File: config.mk
export PLATFORM = sky130hd
export DESIGN_NAME = msp_mission_regs
export DESIGN_NICKNAME = d
export VERILOG_FILES = /design/src/hw/msp_pkg.sv /design/src/hw/msp_counter.sv /design/src/hw/msp_hold.sv /design/src/hw/msp_mission_regs.sv
export SDC_FILE = /design/constraint.sdc
export NUM_CORES = 1
export LEC_CHECK = 0
export BUFFER_PORTS_ARGS = -buffer_cell sky130_fd_sc_hd__clkbuf_2
export CAP_MARGIN = 5
export CORE_AREA = 2 2 171 173
export CTS_CLUSTER_DIAMETER = 40
export DETAILED_ROUTE_END_ITERATION = 10
export DIE_AREA = 0 0 173 175
export PLACE_DENSITY = 0.76
export SYNTH_ARGS = -nofsm -noshare
export SYNTH_HDL_FRONTEND = slang
export SYNTH_SLANG_ARGS = --single-unit
export TNS_END_PERCENT = 100
File: constraint.sdc
create_clock -name i_core_clk -period 2.8 [get_ports i_core_clk]
set_clock_uncertainty 0.2 [all_clocks]
set_input_delay 0.28 -clock i_core_clk [delete_from_list [all_inputs] [get_ports i_core_clk]]
set_output_delay 0.28 -clock i_core_clk [all_outputs]
set_load 0.005 [all_outputs]
File: src/hw/msp_pkg.sv
// ----------------------------------------------------------------------------
// Register map and encodings for mission status and progress
// ----------------------------------------------------------------------------
package msp_pkg;

   // Register addresses
   localparam logic [15:0] MSP_ADDR_STATUS = 16'h0215;
   localparam logic [15:0] MSP_ADDR_DELAY_LOW = 16'h0216;
   localparam logic [15:0] MSP_ADDR_DELAY_MID = 16'h0217;
   localparam logic [15:0] MSP_ADDR_DELAY_HIGH = 16'h0218;
   localparam logic [15:0] MSP_ADDR_STAMP_SEC = 16'h0219;
   localparam logic [15:0] MSP_ADDR_STAMP_MIN = 16'h021a;
   localparam logic [15:0] MSP_ADDR_STAMP_HOUR = 16'h021b;
   localparam logic [15:0] MSP_ADDR_STAMP_DATE = 16'h021c;
   localparam logic [15:0] MSP_ADDR_STAMP_MONTH = 16'h021d;
   localparam logic [15:0] MSP_ADDR_STAMP_YEAR = 16'h021e;
   localparam logic [15:0] MSP_ADDR_MSAMP_LOW = 16'h0220;
   localparam logic [15:0] MSP_ADDR_MSAMP_MID = 16'h0221;
   localparam logic [15:0] MSP_ADDR_MSAMP_HIGH = 16'h0222;
   localparam logic [15:0] MSP_ADDR_DSAMP_LOW = 16'h0223;
   localparam logic [15:0] MSP_ADDR_DSAMP_MID = 16'h0224;
   localparam logic [15:0] MSP_ADDR_DSAMP_HIGH = 16'h0225;

   // Widths
   localparam int MSP_CNT_W = 24;
   localparam int MSP_STAMP_W = 48;

   // Fixed bits of the general status byte
   localparam logic [1:0] MSP_STATUS_TOP = 2'h3;
   localparam logic MSP_STATUS_B5 = 1'h0;
   localparam logic MSP_STATUS_B2 = 1'h0;
   localparam logic MSP_STATUS_B0 = 1'h0;

   // Reset values, unmapped read data and count constants
   localparam logic [7:0] MSP_RDATA_RESET = 8'h00;
   localparam logic [7:0] MSP_UNMAPPED_DATA = 8'h00;
   localparam logic [23:0] MSP_DELAY_RESET = 24'h000000;
   localparam logic [23:0] MSP_CNT_ONE = 24'h000001;
   localparam logic [23:0] MSP_CNT_ZERO = 24'h000000;

   // Mission sequencer states, one-hot
   typedef enum logic [3:0] {
      MSP_ST_IDLE = 4'h1,
      MSP_ST_DELAY = 4'h2,
      MSP_ST_ALARM_WAIT = 4'h4,
      MSP_ST_LOGGING = 4'h8
   } msp_state_e;

endpackage : msp_pkg

File: src/hw/msp_counter.sv
`timescale 1ns/100ps
`default_nettype none
// ----------------------------------------------------------------------------
// Up counter with synchronous clear, wraps at full scale
// ----------------------------------------------------------------------------
module msp_counter #(
   parameter int W = 24,
   parameter logic [W-1:0] INIT = '0
) (
   input wire logic i_core_clk,
   input wire logic i_rst_n,
   input wire logic i_clr,
   input wire logic i_inc,
   output logic [W-1:0] o_value
);

   logic [W-1:0] cnt_q; // Count held in flops
   logic [W-1:0] cnt_d; // Next count

   // Clear wins; the two never meet in a legal sequence
   assign cnt_d = i_clr ? '0 : (i_inc ? cnt_q + {{(W-1){1'b0}}, 1'b1} : cnt_q);

   // Count register
   always_ff @(posedge i_core_clk or negedge i_rst_n)
   begin
      if (!i_rst_n)
      begin
         cnt_q <= INIT;
      end
      else
      begin
         cnt_q <= cnt_d;
      end
   end

   assign o_value = cnt_q;

endmodule : msp_counter
`default_nettype wire

File: src/hw/msp_hold.sv
`timescale 1ns/100ps
`default_nettype none
// ----------------------------------------------------------------------------
// Loadable hold register with synchronous clear
// ----------------------------------------------------------------------------
module msp_hold #(
   parameter int W = 48
) (
   input wire logic i_core_clk,
   input wire logic i_rst_n,
   input wire logic i_clr,
   input wire logic i_load,
   input wire logic [W-1:0] i_data,
   output logic [W-1:0] o_value
);

   logic [W-1:0] hold_q; // Held value

   // Clear has priority over load
   always_ff @(posedge i_core_clk or negedge i_rst_n)
   begin
      if (!i_rst_n)
      begin
         hold_q <= '0;
      end
      else if (i_clr)
      begin
         hold_q <= '0;
      end
      else if (i_load)
      begin
         hold_q <= i_data;
      end
   end

   assign o_value = hold_q;

endmodule : msp_hold
`default_nettype wire

File: src/hw/msp_mission_regs.sv
`timescale 1ns/100ps
`default_nettype none
module msp_mission_regs #(
   parameter logic [23:0] DEV_CNT_INIT = 24'h000000
) (
   input wire logic i_core_clk,
   input wire logic i_rst_n,
   // Byte register port from the serial protocol engine
   input wire logic [15:0] i_reg_addr,
   input wire logic i_reg_rd,
   input wire logic i_reg_wr,
   input wire logic [7:0] i_reg_wdata,
   input wire logic i_read_lock,
   output logic [7:0] o_reg_rdata,
   output logic o_reg_rvalid,
   output logic o_write_refused,
   // Commands, one-cycle pulses, already password-checked
   input wire logic i_clear_memory_cmd,
   input wire logic i_start_mission_cmd,
   input wire logic i_stop_mission_cmd,
   input wire logic i_forced_conv_cmd,
   // Configuration and timing events
   input wire logic i_alarm_triggered_start,
   input wire logic i_minute_tick,
   input wire logic i_sample_tick,
   input wire logic i_temp_alarm,
   input wire logic [msp_pkg::MSP_STAMP_W-1:0] i_rtc_time,
   // Status and action outputs
   output logic o_mission_active_flag,
   output logic o_memory_cleared_flag,
   output logic o_awaiting_alarm_flag,
   output logic o_take_sample,
   output logic o_alarm_test,
   output logic o_clear_alarm_flags,
   output logic o_start_refused
);
   import msp_pkg::*;

   // ----------------------------------------------------------------------------
   // Declarations
   // ----------------------------------------------------------------------------
   msp_state_e state_q; // Mission sequencer state
   msp_state_e state_d; // Next state
   logic active_q; // Mission in progress
   logic active_d;
   logic memory_cleared_flag_q; // Memory cleared since last mission
   logic memory_cleared_flag_d;
   logic awaiting_q; // Waiting for the starting alarm
   logic awaiting_d;
   logic [23:0] delay_q; // Programmed start delay
   logic [23:0] delay_d;
   logic [23:0] remain_q; // Minutes still to run before first action
   logic [23:0] remain_d;
   logic sample_q; // Registered wake-to-log pulse
   logic test_q; // Registered alarm-test pulse
   logic clr_alarm_q; // Registered alarm-flag clear pulse
   logic refused_q; // Registered start refusal pulse
   logic wr_refused_q; // Registered write refusal pulse
   logic [7:0] rdata_q; // Read data register
   logic rvalid_q; // Read data valid pulse
   logic lock_q; // Read lock seen last cycle

   logic start_ok; // Start accepted this cycle
   logic clear_ok; // Clear-memory accepted this cycle
   logic stop_ok; // Stop accepted this cycle
   logic first_log; // Entering logging by timed start
   logic alarm_start; // Starting alarm found while waiting
   logic log_tick; // Wake to measure and log
   logic test_tick; // Wake to test for the starting alarm
   logic stamp_load; // Capture first sample time
   logic msamp_inc; // Mission counter step
   logic dsamp_inc; // Device counter step
   logic delay_hit; // Delay write address
   logic [1:0] delay_sel; // Delay byte lane
   logic wr_ok; // Delay write accepted
   logic lock_rise; // Snapshot capture
   logic [MSP_STAMP_W-1:0] stamp_val; // Time stamp register set
   logic [23:0] msamp_val; // Mission samples counter
   logic [23:0] dsamp_val; // Device samples counter
   logic [119:0] live_view; // Live multi-byte values
   logic [119:0] snap_view; // Frozen copy for coherent reads
   logic [119:0] view; // What the host sees
   logic [7:0] status_byte; // Composed status byte
   logic [7:0] rd_byte; // Selected read byte

   // ----------------------------------------------------------------------------
   // Helpers
   // ----------------------------------------------------------------------------
   // Byte k of a little-endian 24-bit value
   function automatic logic [7:0] msp_byte3(input logic [23:0] v, input logic [1:0] k);
      logic [7:0] b;
      b = v[7:0];
      if (k == 2'h1)
      begin
         b = v[15:8];
      end
      else if (k == 2'h2)
      begin
         b = v[23:16];
      end
      return b;
   endfunction : msp_byte3

   // Offset of an address inside a three-byte group, or 3 when outside
   function automatic logic [1:0] msp_lane(input logic [15:0] a, input logic [15:0] base);
      logic [15:0] d;
      d = a - base;
      return (d < 16'h0003) ? d[1:0] : 2'h3;
   endfunction : msp_lane

   // ----------------------------------------------------------------------------
   // Command decode
   // ----------------------------------------------------------------------------
   // Start needs an idle device with cleared memory
   assign start_ok = i_start_mission_cmd && (state_q == MSP_ST_IDLE) && memory_cleared_flag_q;
   // Clearing a running mission would corrupt its bookkeeping, so outside idle it is ignored
   assign clear_ok = i_clear_memory_cmd && (state_q == MSP_ST_IDLE) && !i_start_mission_cmd;
   assign stop_ok = i_stop_mission_cmd && (state_q != MSP_ST_IDLE);
   assign alarm_start = (state_q == MSP_ST_ALARM_WAIT) && i_temp_alarm;
   assign test_tick = (state_q == MSP_ST_ALARM_WAIT) && i_sample_tick && !i_temp_alarm && !stop_ok;
   assign log_tick = ((state_q == MSP_ST_LOGGING) && i_sample_tick && !stop_ok) || first_log;
   // First logged entry comes from the alarm conversion itself
   assign stamp_load = first_log || alarm_start;
   assign msamp_inc = log_tick;
   // Mission wakes, alarm tests and idle forced conversions
   assign dsamp_inc = log_tick || test_tick || ((state_q == MSP_ST_IDLE) && i_forced_conv_cmd);

   // ----------------------------------------------------------------------------
   // Mission sequencer
   // ----------------------------------------------------------------------------
   // Delay counts down on RTC minute ticks; zero delay acts at once
   always_comb
   begin
      state_d = state_q;
      remain_d = remain_q;
      first_log = 1'b0;
      unique case (state_q)
         MSP_ST_IDLE:
         begin
            if (start_ok)
            begin
               remain_d = delay_q;
               if (delay_q != MSP_DELAY_RESET)
               begin
                  state_d = MSP_ST_DELAY;
               end
               else if (i_alarm_triggered_start)
               begin
                  state_d = MSP_ST_ALARM_WAIT;
               end
               else
               begin
                  state_d = MSP_ST_LOGGING;
                  first_log = 1'b1;
               end
            end
         end
         MSP_ST_DELAY:
         begin
            if (stop_ok)
            begin
               state_d = MSP_ST_IDLE;
            end
            else if (i_minute_tick)
            begin
               remain_d = remain_q - MSP_CNT_ONE;
               // Full delay must expire first in both start modes
               if (remain_q == MSP_CNT_ONE)
               begin
                  if (awaiting_q)
                  begin
                     state_d = MSP_ST_ALARM_WAIT;
                  end
                  else
                  begin
                     state_d = MSP_ST_LOGGING;
                     first_log = 1'b1;
                  end
               end
            end
         end
         MSP_ST_ALARM_WAIT:
         begin
            if (stop_ok)
            begin
               state_d = MSP_ST_IDLE;
            end
            else if (alarm_start)
            begin
               state_d = MSP_ST_LOGGING;
            end
         end
         MSP_ST_LOGGING:
         begin
            if (stop_ok)
            begin
               state_d = MSP_ST_IDLE;
            end
         end
         default:
         begin
            state_d = MSP_ST_IDLE;
         end
      endcase
   end

   // ----------------------------------------------------------------------------
   // Status flags
   // ----------------------------------------------------------------------------
   assign active_d = start_ok ? 1'b1 : (stop_ok ? 1'b0 : active_q);
   // Set by clear-memory, dropped by an accepted start
   assign memory_cleared_flag_d = clear_ok ? 1'b1 : (start_ok ? 1'b0 : memory_cleared_flag_q);
   // Survives stop and clear-memory; only an alarm clears it, start wins
   assign awaiting_d = (start_ok && i_alarm_triggered_start) ? 1'b1 :
                       (i_temp_alarm ? 1'b0 : awaiting_q);

   // Flag and sequencer registers
   always_ff @(posedge i_core_clk or negedge i_rst_n)
   begin
      if (!i_rst_n)
      begin
         state_q <= MSP_ST_IDLE;
         remain_q <= MSP_DELAY_RESET;
         active_q <= 1'b0;
         memory_cleared_flag_q <= 1'b0;
         awaiting_q <= 1'b0;
      end
      else
      begin
         state_q <= state_d;
         remain_q <= remain_d;
         active_q <= active_d;
         memory_cleared_flag_q <= memory_cleared_flag_d;
         awaiting_q <= awaiting_d;
      end
   end

   // Action pulses, registered for clean outputs
   always_ff @(posedge i_core_clk or negedge i_rst_n)
   begin
      if (!i_rst_n)
      begin
         sample_q <= 1'b0;
         test_q <= 1'b0;
         clr_alarm_q <= 1'b0;
         refused_q <= 1'b0;
      end
      else
      begin
         sample_q <= log_tick;
         test_q <= test_tick;
         clr_alarm_q <= clear_ok;
         refused_q <= i_start_mission_cmd && !start_ok;
      end
   end

   // ----------------------------------------------------------------------------
   // Start delay register
   // ----------------------------------------------------------------------------
   assign delay_sel = msp_lane(i_reg_addr, MSP_ADDR_DELAY_LOW);
   assign delay_hit = (delay_sel != 2'h3);
   // Writes only between missions
   assign wr_ok = i_reg_wr && delay_hit && (state_q == MSP_ST_IDLE) && !start_ok;
   assign delay_d = {(wr_ok && delay_sel == 2'h2) ? i_reg_wdata : delay_q[23:16],
                     (wr_ok && delay_sel == 2'h1) ? i_reg_wdata : delay_q[15:8],
                     (wr_ok && delay_sel == 2'h0) ? i_reg_wdata : delay_q[7:0]};

   // Delay bytes and write refusal
   always_ff @(posedge i_core_clk or negedge i_rst_n)
   begin
      if (!i_rst_n)
      begin
         delay_q <= MSP_DELAY_RESET;
         wr_refused_q <= 1'b0;
      end
      else
      begin
         delay_q <= delay_d;
         // Any write that stores nothing, read-only targets included
         wr_refused_q <= i_reg_wr && !wr_ok;
      end
   end

   // ----------------------------------------------------------------------------
   // Time stamp and counters
   // ----------------------------------------------------------------------------
   // Six BCD bytes, seconds lowest; RTC bits such as 12/24 pass as is
   msp_hold #(.W(MSP_STAMP_W)) u_stamp (
      .i_core_clk(i_core_clk),
      .i_rst_n(i_rst_n),
      .i_clr(clear_ok),
      .i_load(stamp_load),
      .i_data(i_rtc_time),
      .o_value(stamp_val)
   );

   msp_counter #(.W(MSP_CNT_W), .INIT(MSP_CNT_ZERO)) u_msamp (
      .i_core_clk(i_core_clk),
      .i_rst_n(i_rst_n),
      .i_clr(clear_ok),
      .i_inc(msamp_inc),
      .o_value(msamp_val)
   );

   // Lifetime count, never cleared by commands
   msp_counter #(.W(MSP_CNT_W), .INIT(DEV_CNT_INIT)) u_dsamp (
      .i_core_clk(i_core_clk),
      .i_rst_n(i_rst_n),
      .i_clr(1'b0),
      .i_inc(dsamp_inc),
      .o_value(dsamp_val)
   );

   // ----------------------------------------------------------------------------
   // Coherent read snapshot
   // ----------------------------------------------------------------------------
   // Frozen at lock rise so a multi-byte read sees one instant
   assign live_view = {delay_q, dsamp_val, msamp_val, stamp_val};
   assign lock_rise = i_read_lock && !lock_q;
   assign view = lock_q ? snap_view : live_view;

   msp_hold #(.W(120)) u_snap (
      .i_core_clk(i_core_clk),
      .i_rst_n(i_rst_n),
      .i_clr(1'b0),
      .i_load(lock_rise),
      .i_data(live_view),
      .o_value(snap_view)
   );

   // ----------------------------------------------------------------------------
   // Read path
   // ----------------------------------------------------------------------------
   assign status_byte = {MSP_STATUS_TOP, MSP_STATUS_B5, awaiting_q, memory_cleared_flag_q,
                         MSP_STATUS_B2, active_q, MSP_STATUS_B0};

   // Address select; 021f and everything unmapped read zero
   always_comb
   begin
      rd_byte = MSP_UNMAPPED_DATA;
      if (i_reg_addr == MSP_ADDR_STATUS)
      begin
         rd_byte = status_byte;
      end
      else if (delay_hit)
      begin
         rd_byte = msp_byte3(view[119:96], delay_sel);
      end
      else if (msp_lane(i_reg_addr, MSP_ADDR_STAMP_SEC) != 2'h3)
      begin
         rd_byte = msp_byte3(view[23:0], msp_lane(i_reg_addr, MSP_ADDR_STAMP_SEC));
      end
      else if (msp_lane(i_reg_addr, MSP_ADDR_STAMP_DATE) != 2'h3)
      begin
         rd_byte = msp_byte3(view[47:24], msp_lane(i_reg_addr, MSP_ADDR_STAMP_DATE));
      end
      else if (msp_lane(i_reg_addr, MSP_ADDR_MSAMP_LOW) != 2'h3)
      begin
         rd_byte = msp_byte3(view[71:48], msp_lane(i_reg_addr, MSP_ADDR_MSAMP_LOW));
      end
      else if (msp_lane(i_reg_addr, MSP_ADDR_DSAMP_LOW) != 2'h3)
      begin
         rd_byte = msp_byte3(view[95:72], msp_lane(i_reg_addr, MSP_ADDR_DSAMP_LOW));
      end
   end

   // Read data register and lock edge detect
   always_ff @(posedge i_core_clk or negedge i_rst_n)
   begin
      if (!i_rst_n)
      begin
         rdata_q <= MSP_RDATA_RESET;
         rvalid_q <= 1'b0;
         lock_q <= 1'b0;
      end
      else
      begin
         rvalid_q <= i_reg_rd;
         lock_q <= i_read_lock;
         if (i_reg_rd)
         begin
            rdata_q <= rd_byte;
         end
      end
   end

   // ----------------------------------------------------------------------------
   // Outputs
   // ----------------------------------------------------------------------------
   assign o_reg_rdata = rdata_q;
   assign o_reg_rvalid = rvalid_q;
   assign o_write_refused = wr_refused_q;
   assign o_mission_active_flag = active_q;
   assign o_memory_cleared_flag = memory_cleared_flag_q;
   assign o_awaiting_alarm_flag = awaiting_q;
   assign o_take_sample = sample_q;
   assign o_alarm_test = test_q;
   assign o_clear_alarm_flags = clr_alarm_q;
   assign o_start_refused = refused_q;

endmodule : msp_mission_regs
`default_nettype wire

=== Yosys cells after proc, flatten, opt, wreduce, memory -nomap -nowiden ===
Cells that the tools add are included.

* Order comparisons: 5
* Eq/ne operators: 29
* Add/sub/neg operators: 8
* Reduce and logical (&&, ||, !) cells: 42
* Multiplexer cells: 55

{| class="wikitable"
|+ Operators with widths
! cell !! count
|-
| $mux 8 || 16
|-
| $mux 120 || 1
|-
| $mux 24 || 5
|-
| $mux 48 || 2
|-
| $lt 16x2->1 const B || 5
|-
| $sub 16x10->16 const B || 5
|-
| $add 24x1->24 const B || 2
|-
| $pmux 24 s2 || 1
|-
| $mux 4 || 10
|-
| $eq 24x1->1 const B || 1
|-
| $reduce_bool 24->1 || 1
|-
| $sub 24x1->24 const B || 1
|-
| $logic_and 1x1->1 || 22
|-
| $ne 2x2->1 const B || 9
|-
| $eq 16x10->1 const B || 1
|-
| $pmux 4 s4 || 1
|-
| $mux 1 || 13
|-
| $reduce_bool 2->1 || 6
|-
| $eq 2x1->1 const B || 5
|-
| $eq 2x2->1 const B || 5
|-
| $mux 2 || 5
|-
| $ne 3x3->1 const B || 3
|-
| $logic_not 1->1 || 6
|-
| $reduce_and 5->1 || 1
|-
| other kinds (9) || 12
|}

* Register bits: 286
* Output and inout port bits: 17

=== Depth between registers and ports, before layout ===
Gate-level depths: netlist of the first run.

* Word-level depth: 12
* Mapped depth: 14
* Depth with buffers taken out: 10

=== Modules after synthesis ===
Synthesis of the first run repeated with hierarchy kept, for this count alone.

* Cells, all modules: 1641
* Area total of the unflattened synthesis: 16537.1 um^2

{| class="wikitable"
|+ Modules (own cells, without submodules)
! module !! cells each !! times used !! seq. area each (um^2) !! area an instance (um^2)
|-
| msp_mission_regs || 837 || 1 || 1752.9 || 7158.1
|-
| msp_hold at u_snap || 387 || 1 || 3002.9 || 4947.2
|-
| msp_counter || 131 || 2 || 600.6 || 1231.2
|-
| msp_hold at u_stamp || 155 || 1 || 1201.2 || 1969.4
|}

=== Worst setup path before layout of the first run ===
No wires, ideal clock.

* Path kind: input to register
* Start point: in i_reg_addr[2]
* End point: reg rdata_q[6], in the netlist o_reg_rdata[6]
* Stages: 12
* Arrival: 3.319 ns
* Path slack: -0.844 ns
* Path buffers: 3
* Cell sequence: buf_6 -> buf_2 -> inv_1 -> ha_1 -> or4b_1 -> a2111oi_2 -> o2111ai_2 -> or2_1 -> buf_2 -> nor3_4 -> mux4_2 -> o311a_1

* Cells in the longest elaborated chain, start to end: 12

{| class="wikitable"
|+ RTL lines
! what !! line !! text
|-
| start, declared || msp_mission_regs.sv:9 || <nowiki>input wire logic [15:0] i_reg_addr,</nowiki>
|-
| $sub 16x10->16 || msp_mission_regs.sv:107 || <nowiki>d = a - base;</nowiki>
|-
| $lt 16x2->1 || msp_mission_regs.sv:108 || <nowiki>return (d < 16'h0003) ? d[1:0] : 2'h3;</nowiki>
|-
| $mux 2 || msp_mission_regs.sv:108 ||
|-
| $eq 2x2->1 || msp_mission_regs.sv:97 || <nowiki>else if (k == 2'h2)</nowiki>
|-
| $mux 8 || msp_mission_regs.sv:97 ||
|-
| $mux 8 || msp_mission_regs.sv:93 || <nowiki>if (k == 2'h1)</nowiki>
|-
| $mux 8 || msp_mission_regs.sv:361 || <nowiki>else if (msp_lane(i_reg_addr, MSP_ADDR_DSAMP_LOW) != 2'h3)</nowiki>
|-
| $mux 8 || msp_mission_regs.sv:357 || <nowiki>else if (msp_lane(i_reg_addr, MSP_ADDR_MSAMP_LOW) != 2'h3)</nowiki>
|-
| $mux 8 || msp_mission_regs.sv:353 || <nowiki>else if (msp_lane(i_reg_addr, MSP_ADDR_STAMP_DATE) != 2'h3)</nowiki>
|-
| $mux 8 || msp_mission_regs.sv:349 || <nowiki>else if (msp_lane(i_reg_addr, MSP_ADDR_STAMP_SEC) != 2'h3)</nowiki>
|-
| $mux 8 || msp_mission_regs.sv:345 || <nowiki>else if (delay_hit)</nowiki>
|-
| $mux 8 (*) || msp_mission_regs.sv:341 || <nowiki>if (i_reg_addr == MSP_ADDR_STATUS)</nowiki>
|-
| end signal, assigned || msp_mission_regs.sv:382 || <nowiki>rdata_q <= rd_byte;</nowiki>
|-
| end, declared || msp_mission_regs.sv:59 || <nowiki>logic [7:0] rdata_q;</nowiki>
|}

Every way passes the cells marked *; elsewhere a longest branch is shown, timed or not.
A chain may end at the register's enable or synchronous reset.

=== Final worst setup path of the first run ===
* Start point: reg remain_q[14]
* End point: reg u_dsamp.cnt_q[21], in the netlist u_dsamp.o_value[21]

* Cells in the longest elaborated chain, start to end: 8

{| class="wikitable"
|+ RTL lines
! what !! line !! text
|-
| start, declared || msp_mission_regs.sv:52 || <nowiki>logic [23:0] remain_q;</nowiki>
|-
| start signal, assigned || msp_mission_regs.sv:231 || <nowiki>remain_q <= remain_d;</nowiki>
|-
| $eq 24x1->1 || msp_mission_regs.sv:168 || <nowiki>if (remain_q == MSP_CNT_ONE)</nowiki>
|-
| $mux 1 || msp_mission_regs.sv:168 ||
|-
| $mux 1 || msp_mission_regs.sv:164 || <nowiki>else if (i_minute_tick)</nowiki>
|-
| $mux 1 || msp_mission_regs.sv:160 || <nowiki>if (stop_ok)</nowiki>
|-
| $pmux 1 s2 || msp_mission_regs.sv:137 || <nowiki>unique case (state_q)</nowiki>
|-
| $logic_or 1x1->1 || msp_mission_regs.sv:121 || <nowiki>assign log_tick = ((state_q == MSP_ST_LOGGING) && i_sample_tick && !stop_ok) || first_log;</nowiki>
|-
| $logic_or 1x1->1 (2 in series) || msp_mission_regs.sv:126 || <nowiki>assign dsamp_inc = log_tick || test_tick || ((state_q == MSP_ST_IDLE) && i_forced_conv_cmd);</nowiki>
|-
| end signal, assigned || msp_counter.sv:32 || <nowiki>cnt_q <= cnt_d;</nowiki>
|-
| end, declared || msp_counter.sv:17 || <nowiki>logic [W-1:0] cnt_q;</nowiki>
|}

No other way between the ends.

==> impl_metrics.yaml, run 1 <==
status:
  status: "finished, violations left"
  violations: "negative setup slack"
timing:
  setup_tns_ns: -3.53
  rsz0062_at_grt: "true"
  layout_setup_ws_ns: -0.159
  hold_violations: 0
  tightest_slew_ns: 0.840
  setup_viol: 43
  slew_headroom_pct: 43.8
  clock.fmax_ghz: 0.338
  finalCriticalPeriod_ns: 2.96
  drv_slew: 0
  finalCritPeriodShare_pct: 106
cells_and_area:
  num-fill-cells: 1902
  num-nets-final: 1889
  syn2layout_area_growth_pct: 32.3
  n_antenna_cell: 0
  drive_gt1_share_pct: 37.4
  final_cell_area_mm2: 0.0205
routing:
  first_pass_iters: 9
  avgRoutedWirePerCell_um: 21.7
  drt-initial-drc-count: 1296
  drc: 0
  vias: 13600
  ant_nets: 0
  route.final.wire_length_um: 47800
  via_per_inst: 6.16
clocking:
  clock-sinks: 286
  cts_buffer_depth: 3
  clk_pin_slew_ns: 0.06
  cts_buffers: 40
  root_buffer: "clkbuf_16"
  cts_tree: "built"
  h-tree-depth: 2
  clk_latency_ns: 0.54
critical_path:
  path_class: "reg -> reg"
  cp-start-kind: "register"
  reg2reg_setup_slack_ns: -0.16
  setup.worst_path.end_class: "register"
  timing.critical_path.to: "u_dsamp.o_value[21]"
  r2r_end: "u_dsamp.o_value[21]"
  arrival_ns: 3.20
  rr_worst_depth: 9
  startpoint: "remain_q[14]"
  critPathMaxFanout: 4
  worst_ep_required_time_ns: 3.04
  r2r_start: "remain_q[14]"
floorplan:
  rows: 62
  fp.coreArea_mm2: 0.0284
  die_w_um: 173
  io_pins: 102
  start_util_pct: 54.4
  die_h_um: 175
  die_area_mm2: 0.0303
synthesis:
  synth_compound_area_share_pct: 12.2
  synthAdderAreaFrac_pct: 1.30
  synthDistinctLibCells: 83
  synthCells: 1460
  synth_area_mm2: 0.0155
  synth.area.top_cells: "dfrtp_1, mux2_2, mux4_2, nand2_1, o21ai_0"
  synth-simple-area-share_pct: 15.1
  synth_top_area_share_pct: 46.1
  yosys_warnings: 0
  synth_edf_count: 0
  synth_top_area_cell: "dfrtp_1"
  syn_avg_cell_area_um2: 10.6
  synth_xor_xnor_area_share_pct: 2.95
  synth_ff_type: "dfrtp_1"
  async_reset_ff_share_pct: 100
  synth.area.mux_share_pct: 18.8
  synth_seq_cells: 286
  syn-num-nets: 1561
  synth_top_family_by_area: "multiplexers"
  yosysSeqAreaShare_pct: 46.3
place:
  postPlaceCellArea_mm2: 0.0178
  routabilityCongestion: 0.934
  dp_hpwl_um: 30200
  post-place-ws_ns: -0.695
  io_buffers: 101
run:
  maxCapViolations: 0
global_route:
  globalRouteOverflowTotal: 0
  grt_pass1_vias: 13800
  grt_pass1_wl_um: 73400
  antenna_found_initial: 0
  grt_max_degree: 93
  grt_usage_pct: 30.5
pwr:
  power_density_mw_per_mm2: 738
  fin_total_pwr_mw: 15.1
  power.leakage_nw: 9.45
  vdd_drop_max_mv: 0.670
min_path:
  hold_path.class: "in -> async"
[cells in the mapped netlist, drive strengths merged, types with 27 or more instances]
library cell,instances
nand2,174
mux2,151
nand3,33
xnor2,29
nor2,83
a21oi,59
mux4,39
buf,27
mux2i,32
clkbuf,70
inv,29
dfrtp,285
o21ai,120
[logic make-up (layout without fill, tap and decap cells)]
kind of cell,Yosys count,after routing
mux,222,222
flops,286,286
xor+xnor,52,52
simple gates,455,455
fa+ha+maj,16,16
buf+inv,126,486
compound gates,303,303
[stage by stage]
| stage | utilization, % | hold WS [ns] | cells |
|---|---|---|---|
| 2_1_floorplan | - | -0.216 | 1460 |
| 3_3_place_gp | 62.8 | 0.0702 | 2045 |
| 3_5_place_dp | 62.8 | 0.0727 | 2045 |
| 4_1_cts | 70.4 | 0.111 | 2188 |
| 5_1_grt | 72.1 | 0.147 | 2204 |
| 6_report | 72.1 | 0.0987 | 2204 |
[power by group]
part / total (mW) / internal, mW / switching, mW
clock: 5.26 / 3.17 / 2.09
combinational: 4.07 / 1.93 / 2.14
sequential: 5.77 / 5.05 / 0.724
[repair_timing]
action / 4_1_cts / 5_1_grt
gates resized for setup: 18 / 82
pin swaps: 11 / 36
endpoints found under the hold margin: 306 / 0
cloned: 0 / 5
setup buffers: 2 / 11
hold buffers: 67 / 0
setup endpoints to repair: 38 / 93
[layout by cell type (no fill, tap or decap), drive strengths merged, types with 8 or more instances in the layout]
cell         instances
or4                  8
nand2b               8
clkinv              10
or2                  8
nor2                83
nor3                26
xnor2               29
clkbuf             144
clkinvlp             8
dfrtp              285
ha                  16
mux2i               32
a31oi                9
nand4               21
and2                 8
a21oi               59
a211oi              17
mux2               151
buf                216
and3                10
nor2b               11
inv                 37
nor4                24
o22ai               18
mux4                39
o21ai              120
xor2                23
dlygate4sd3         67
a22oi               11
or3                  8
nand3               33
nand2              174
[how the worst min path moves through the flow]
stage,start,end,slack (ns),depth (start not counted)
after global routing,i_rst_n,u_snap.o_value[80],0.15,2
after global placement,i_rst_n,u_snap.o_value[80],0.07,1
after CTS,i_rst_n,u_snap.o_value[80],0.11,2
after floorplan,i_rst_n,delay_q[0],-0.22,0
after detailed placement,i_rst_n,u_dsamp.o_value[2],0.07,1
final,i_rst_n,u_snap.o_value[80],0.1,2
[worst max-delay path: stages (launching register included)]
cell and delay, ns:
dfrtp_1 0.38, or4_4 0.55, or4_4 0.45, nor4_4 0.27, or3_4 0.19, a211oi_4 0.07, buf_4 0.17, nor2_4 0.14
nand4_1 0.18, xnor2_1 0.26
[cell type report]
type / count / area, µm² / area share, %
multi-input cells: 1048 / 8200 / 40.1
clock buffers: 44 / 1060 / 5.16
flip-flops and latches: 286 / 7160 / 35.0
clock inverters: 30 / 352 / 1.72
repair buffers: 383 / 3080 / 15.1
inverters: 29 / 120 / 0.587
well taps: 384 / 480 / 2.35
[state kept, by name (all words and copies together), names as in the netlist]
| register | flops |
|---|---|
| u_snap.o_value | 120 |
| u_stamp.o_value | 48 |
| delay_q | 24 |
| remain_q | 24 |
| u_dsamp.o_value | 24 |
| u_msamp.o_value | 24 |
| o_reg_rdata | 8 |
| state_q | 4 |
| lock_q | 1 |
| o_alarm_test | 1 |
| o_awaiting_alarm_flag | 1 |
| o_clear_alarm_flags | 1 |
| o_memory_cleared_flag | 1 |
| o_mission_active_flag | 1 |
| o_reg_rvalid | 1 |
| o_start_refused | 1 |
| o_take_sample | 1 |
| o_write_refused | 1 |
[metal layers]
metal / global-route usage (%) / vias up / part of all wire [%]
li1: - / 6024 / -
met1: 39.7 / 6799 / 40
met2: 51.4 / 615 / 50
met3: 5.48 / 136 / 7.2
met4: 11.1 / 0 / 3.3
met5: 0 / - / 0
Power figures use the tool's default switching activity.
==> run 2, diff against run 1 <==
--- a/config.mk
+++ b/config.mk
@@ -5,7 +5,7 @@
 export SDC_FILE = /design/constraint.sdc
 export NUM_CORES = 1
 export LEC_CHECK = 0
-export BUFFER_PORTS_ARGS = -buffer_cell sky130_fd_sc_hd__clkbuf_2
+export BUFFER_PORTS_ARGS = -buffer_cell sky130_fd_sc_hd__buf_2
 export CAP_MARGIN = 5
 export CORE_AREA = 2 2 171 173
 export CTS_CLUSTER_DIAMETER = 40
==> run 2 against run 1 <==
The flow still finishes with violations (negative setup slack). Power fell by 2.6%. Die area did not move. Clock-buffer cell count rose by 2. Via count fell by 2.1%. Sequential share of layout area rose by 0.44 points. Sequential cell count did not move. First-iteration DRC count rose by 1.4%. Routed wire length fell by 3.6%. Fmax fell by 3.2%. Critical endpoint is now u_msamp.o_value[10]. Largest cell class unchanged.
==> impl_metrics.yaml, run 2 (synthesis gave the netlist of run 1 again) <==
clocking:
  clock-sinks: 286
  cts_tree: "built"
  root_buffer: "clkbuf_16"
  clk_latency_ns: 0.53
  cts_buffers: 40
  cts_buffer_depth: 3
  h-tree-depth: 2
  clk_pin_slew_ns: 0.06
floorplan:
  fp.coreArea_mm2: 0.0284
  start_util_pct: 54.4
  rows: 62
  die_w_um: 173
  die_h_um: 175
  die_area_mm2: 0.0303
  io_pins: 102
cells_and_area:
  seq_area_mm2: 0.00716
  syn2layout_area_growth_pct: 30.7
  n_antenna_cell: 0
  num-fill-cells: 1941
  drive_gt1_share_pct: 36.1
  fin_cells: 2187
  final_common_cell: "dfrtp_1"
  fin_util_pct: 71.2
  final_cell_area_mm2: 0.0202
  multiInputGateArea_mm2: 0.00814
  largest_reg_flops: 120
  final_cell_mix: "dfrtp_1, buf_4, nand2_1"
  num-nets-final: 1875
routing:
  vias: 13300
  ant_nets: 0
  drc: 0
  drt-initial-drc-count: 1314
  via_per_inst: 6.08
  first_pass_iters: 5
  route.final.wire_length_um: 46100
  avgRoutedWirePerCell_um: 21.1
pwr:
  vdd_drop_max_mv: 0.616
  power_density_mw_per_mm2: 728
  power.leakage_nw: 9.32
critical_path:
  path_class: "reg -> reg"
  worst_ep_required_time_ns: 3.02
  arrival_ns: 3.28
  rr_worst_depth: 9
  cp-start-kind: "register"
  setup.worst_path.end_class: "register"
  critPathMaxFanout: 7
place:
  routabilityCongestion: 0.922
  postPlaceCellArea_mm2: 0.0178
  io_buffers: 101
  post-place-ws_ns: -0.660
  dp_hpwl_um: 30100
  dp_cells: 2041
timing:
  rsz0062_at_grt: "true"
  hold_violations: 0
  tightest_slew_ns: 0.647
  finalCritPeriodShare_pct: 109
  drv_slew: 0
  setup_tns_ns: -5.46
  clock.fmax_ghz: 0.327
  slew_headroom_pct: 56.8
  layout_setup_ws_ns: -0.256
  setup_viol: 39
  finalCriticalPeriod_ns: 3.06
global_route:
  globalRouteOverflowTotal: 0
  busiest_layer: "met2"
  grt_pass1_vias: 13700
  grt_max_degree: 61
  grtUsageMet3_pct: 4.61
  grt_pass1_wl_um: 74300
  use_met2_pct: 51.1
  use_met1_pct: 41.4
  grt_usage_pct: 30.7
  antenna_found_initial: 0
min_path:
  hold_path.class: "in -> async"
status:
  status: "finished, violations left"
  violations: "negative setup slack"
run:
  maxCapViolations: 0
[run 2: cell count changes in the layout (fill, tap and decap cells not counted), sizes merged]
cell      delta
clkbuf      -98
buf         +86
clkinvlp     -3
inv          -2
bufinv       +1
clkinv       -1
[run 2: power breakdown]
group | total (mW) | internal (mW) | switching (mW)
clock | 5.27 | 3.25 | 2.02
combinational | 3.70 | 1.74 | 1.95
sequential | 5.75 | 5.05 | 0.701
[run 2: worst max-delay path: stages (launching register included)]
cell and delay (ns):
dfrtp_1 0.37, or4_4 0.54, or4_4 0.46, nor4_4 0.30, buf_4 0.19, o31a_1 0.21, buf_4 0.20, nand4_1 0.13
xor2_1 0.18, nor2_1 0.15
[run 2: final timing paths]
path	end	start	slack (ns)
max in group asynchronous	state_q[0]	i_rst_n	1.61
worst max register to register	u_msamp.o_value[10]	remain_q[14]	-0.26
min in group i_core_clk	remain_q[11]	i_minute_tick	0.15
worst max-delay path	u_msamp.o_value[10]	remain_q[14]	-0.26
worst min-delay path	u_snap.o_value[77]	i_rst_n	0.09
worst min register to register	u_snap.o_value[50]	u_snap.o_value[50]	0.28
[run 2: cell type report]
class	instances	share of cell area, %
Clock buffer	46	5.26
Clock inverter	25	1.67
Inverter	29	0.588
Timing Repair Buffer	369	14.4
Multi-Input combinational cell	1048	40.3
Tap cell	384	2.38
Sequential cell	286	35.4
[run 2: metrics by stage]
| step | hold WS, ns | power [mW] |
|---|---|---|
| after floorplan | -0.216 | 7.84 |
| after CTS | 0.0808 | 14.6 |
| after detailed placement | 0.0509 | 9.21 |
| final | 0.0944 | 14.7 |
| after global routing | 0.133 | 15.4 |
| after global placement | 0.0569 | 9.01 |
[run 2: timing repair]
item	CTS	global route
gates resized for setup	27	30
endpoints found under the setup margin	47	73
buffers inserted	3	4
pin swaps	14	13
hold buffers	67	0
endpoints found under the hold margin	371	0
cloned	1	0
[run 2: routing by layer]
metal	wire, µm	part of all wire [%]
met2	22400	49
met1	19200	42
met3	3020	6.6
met4	1460	3.2
met5	0	0
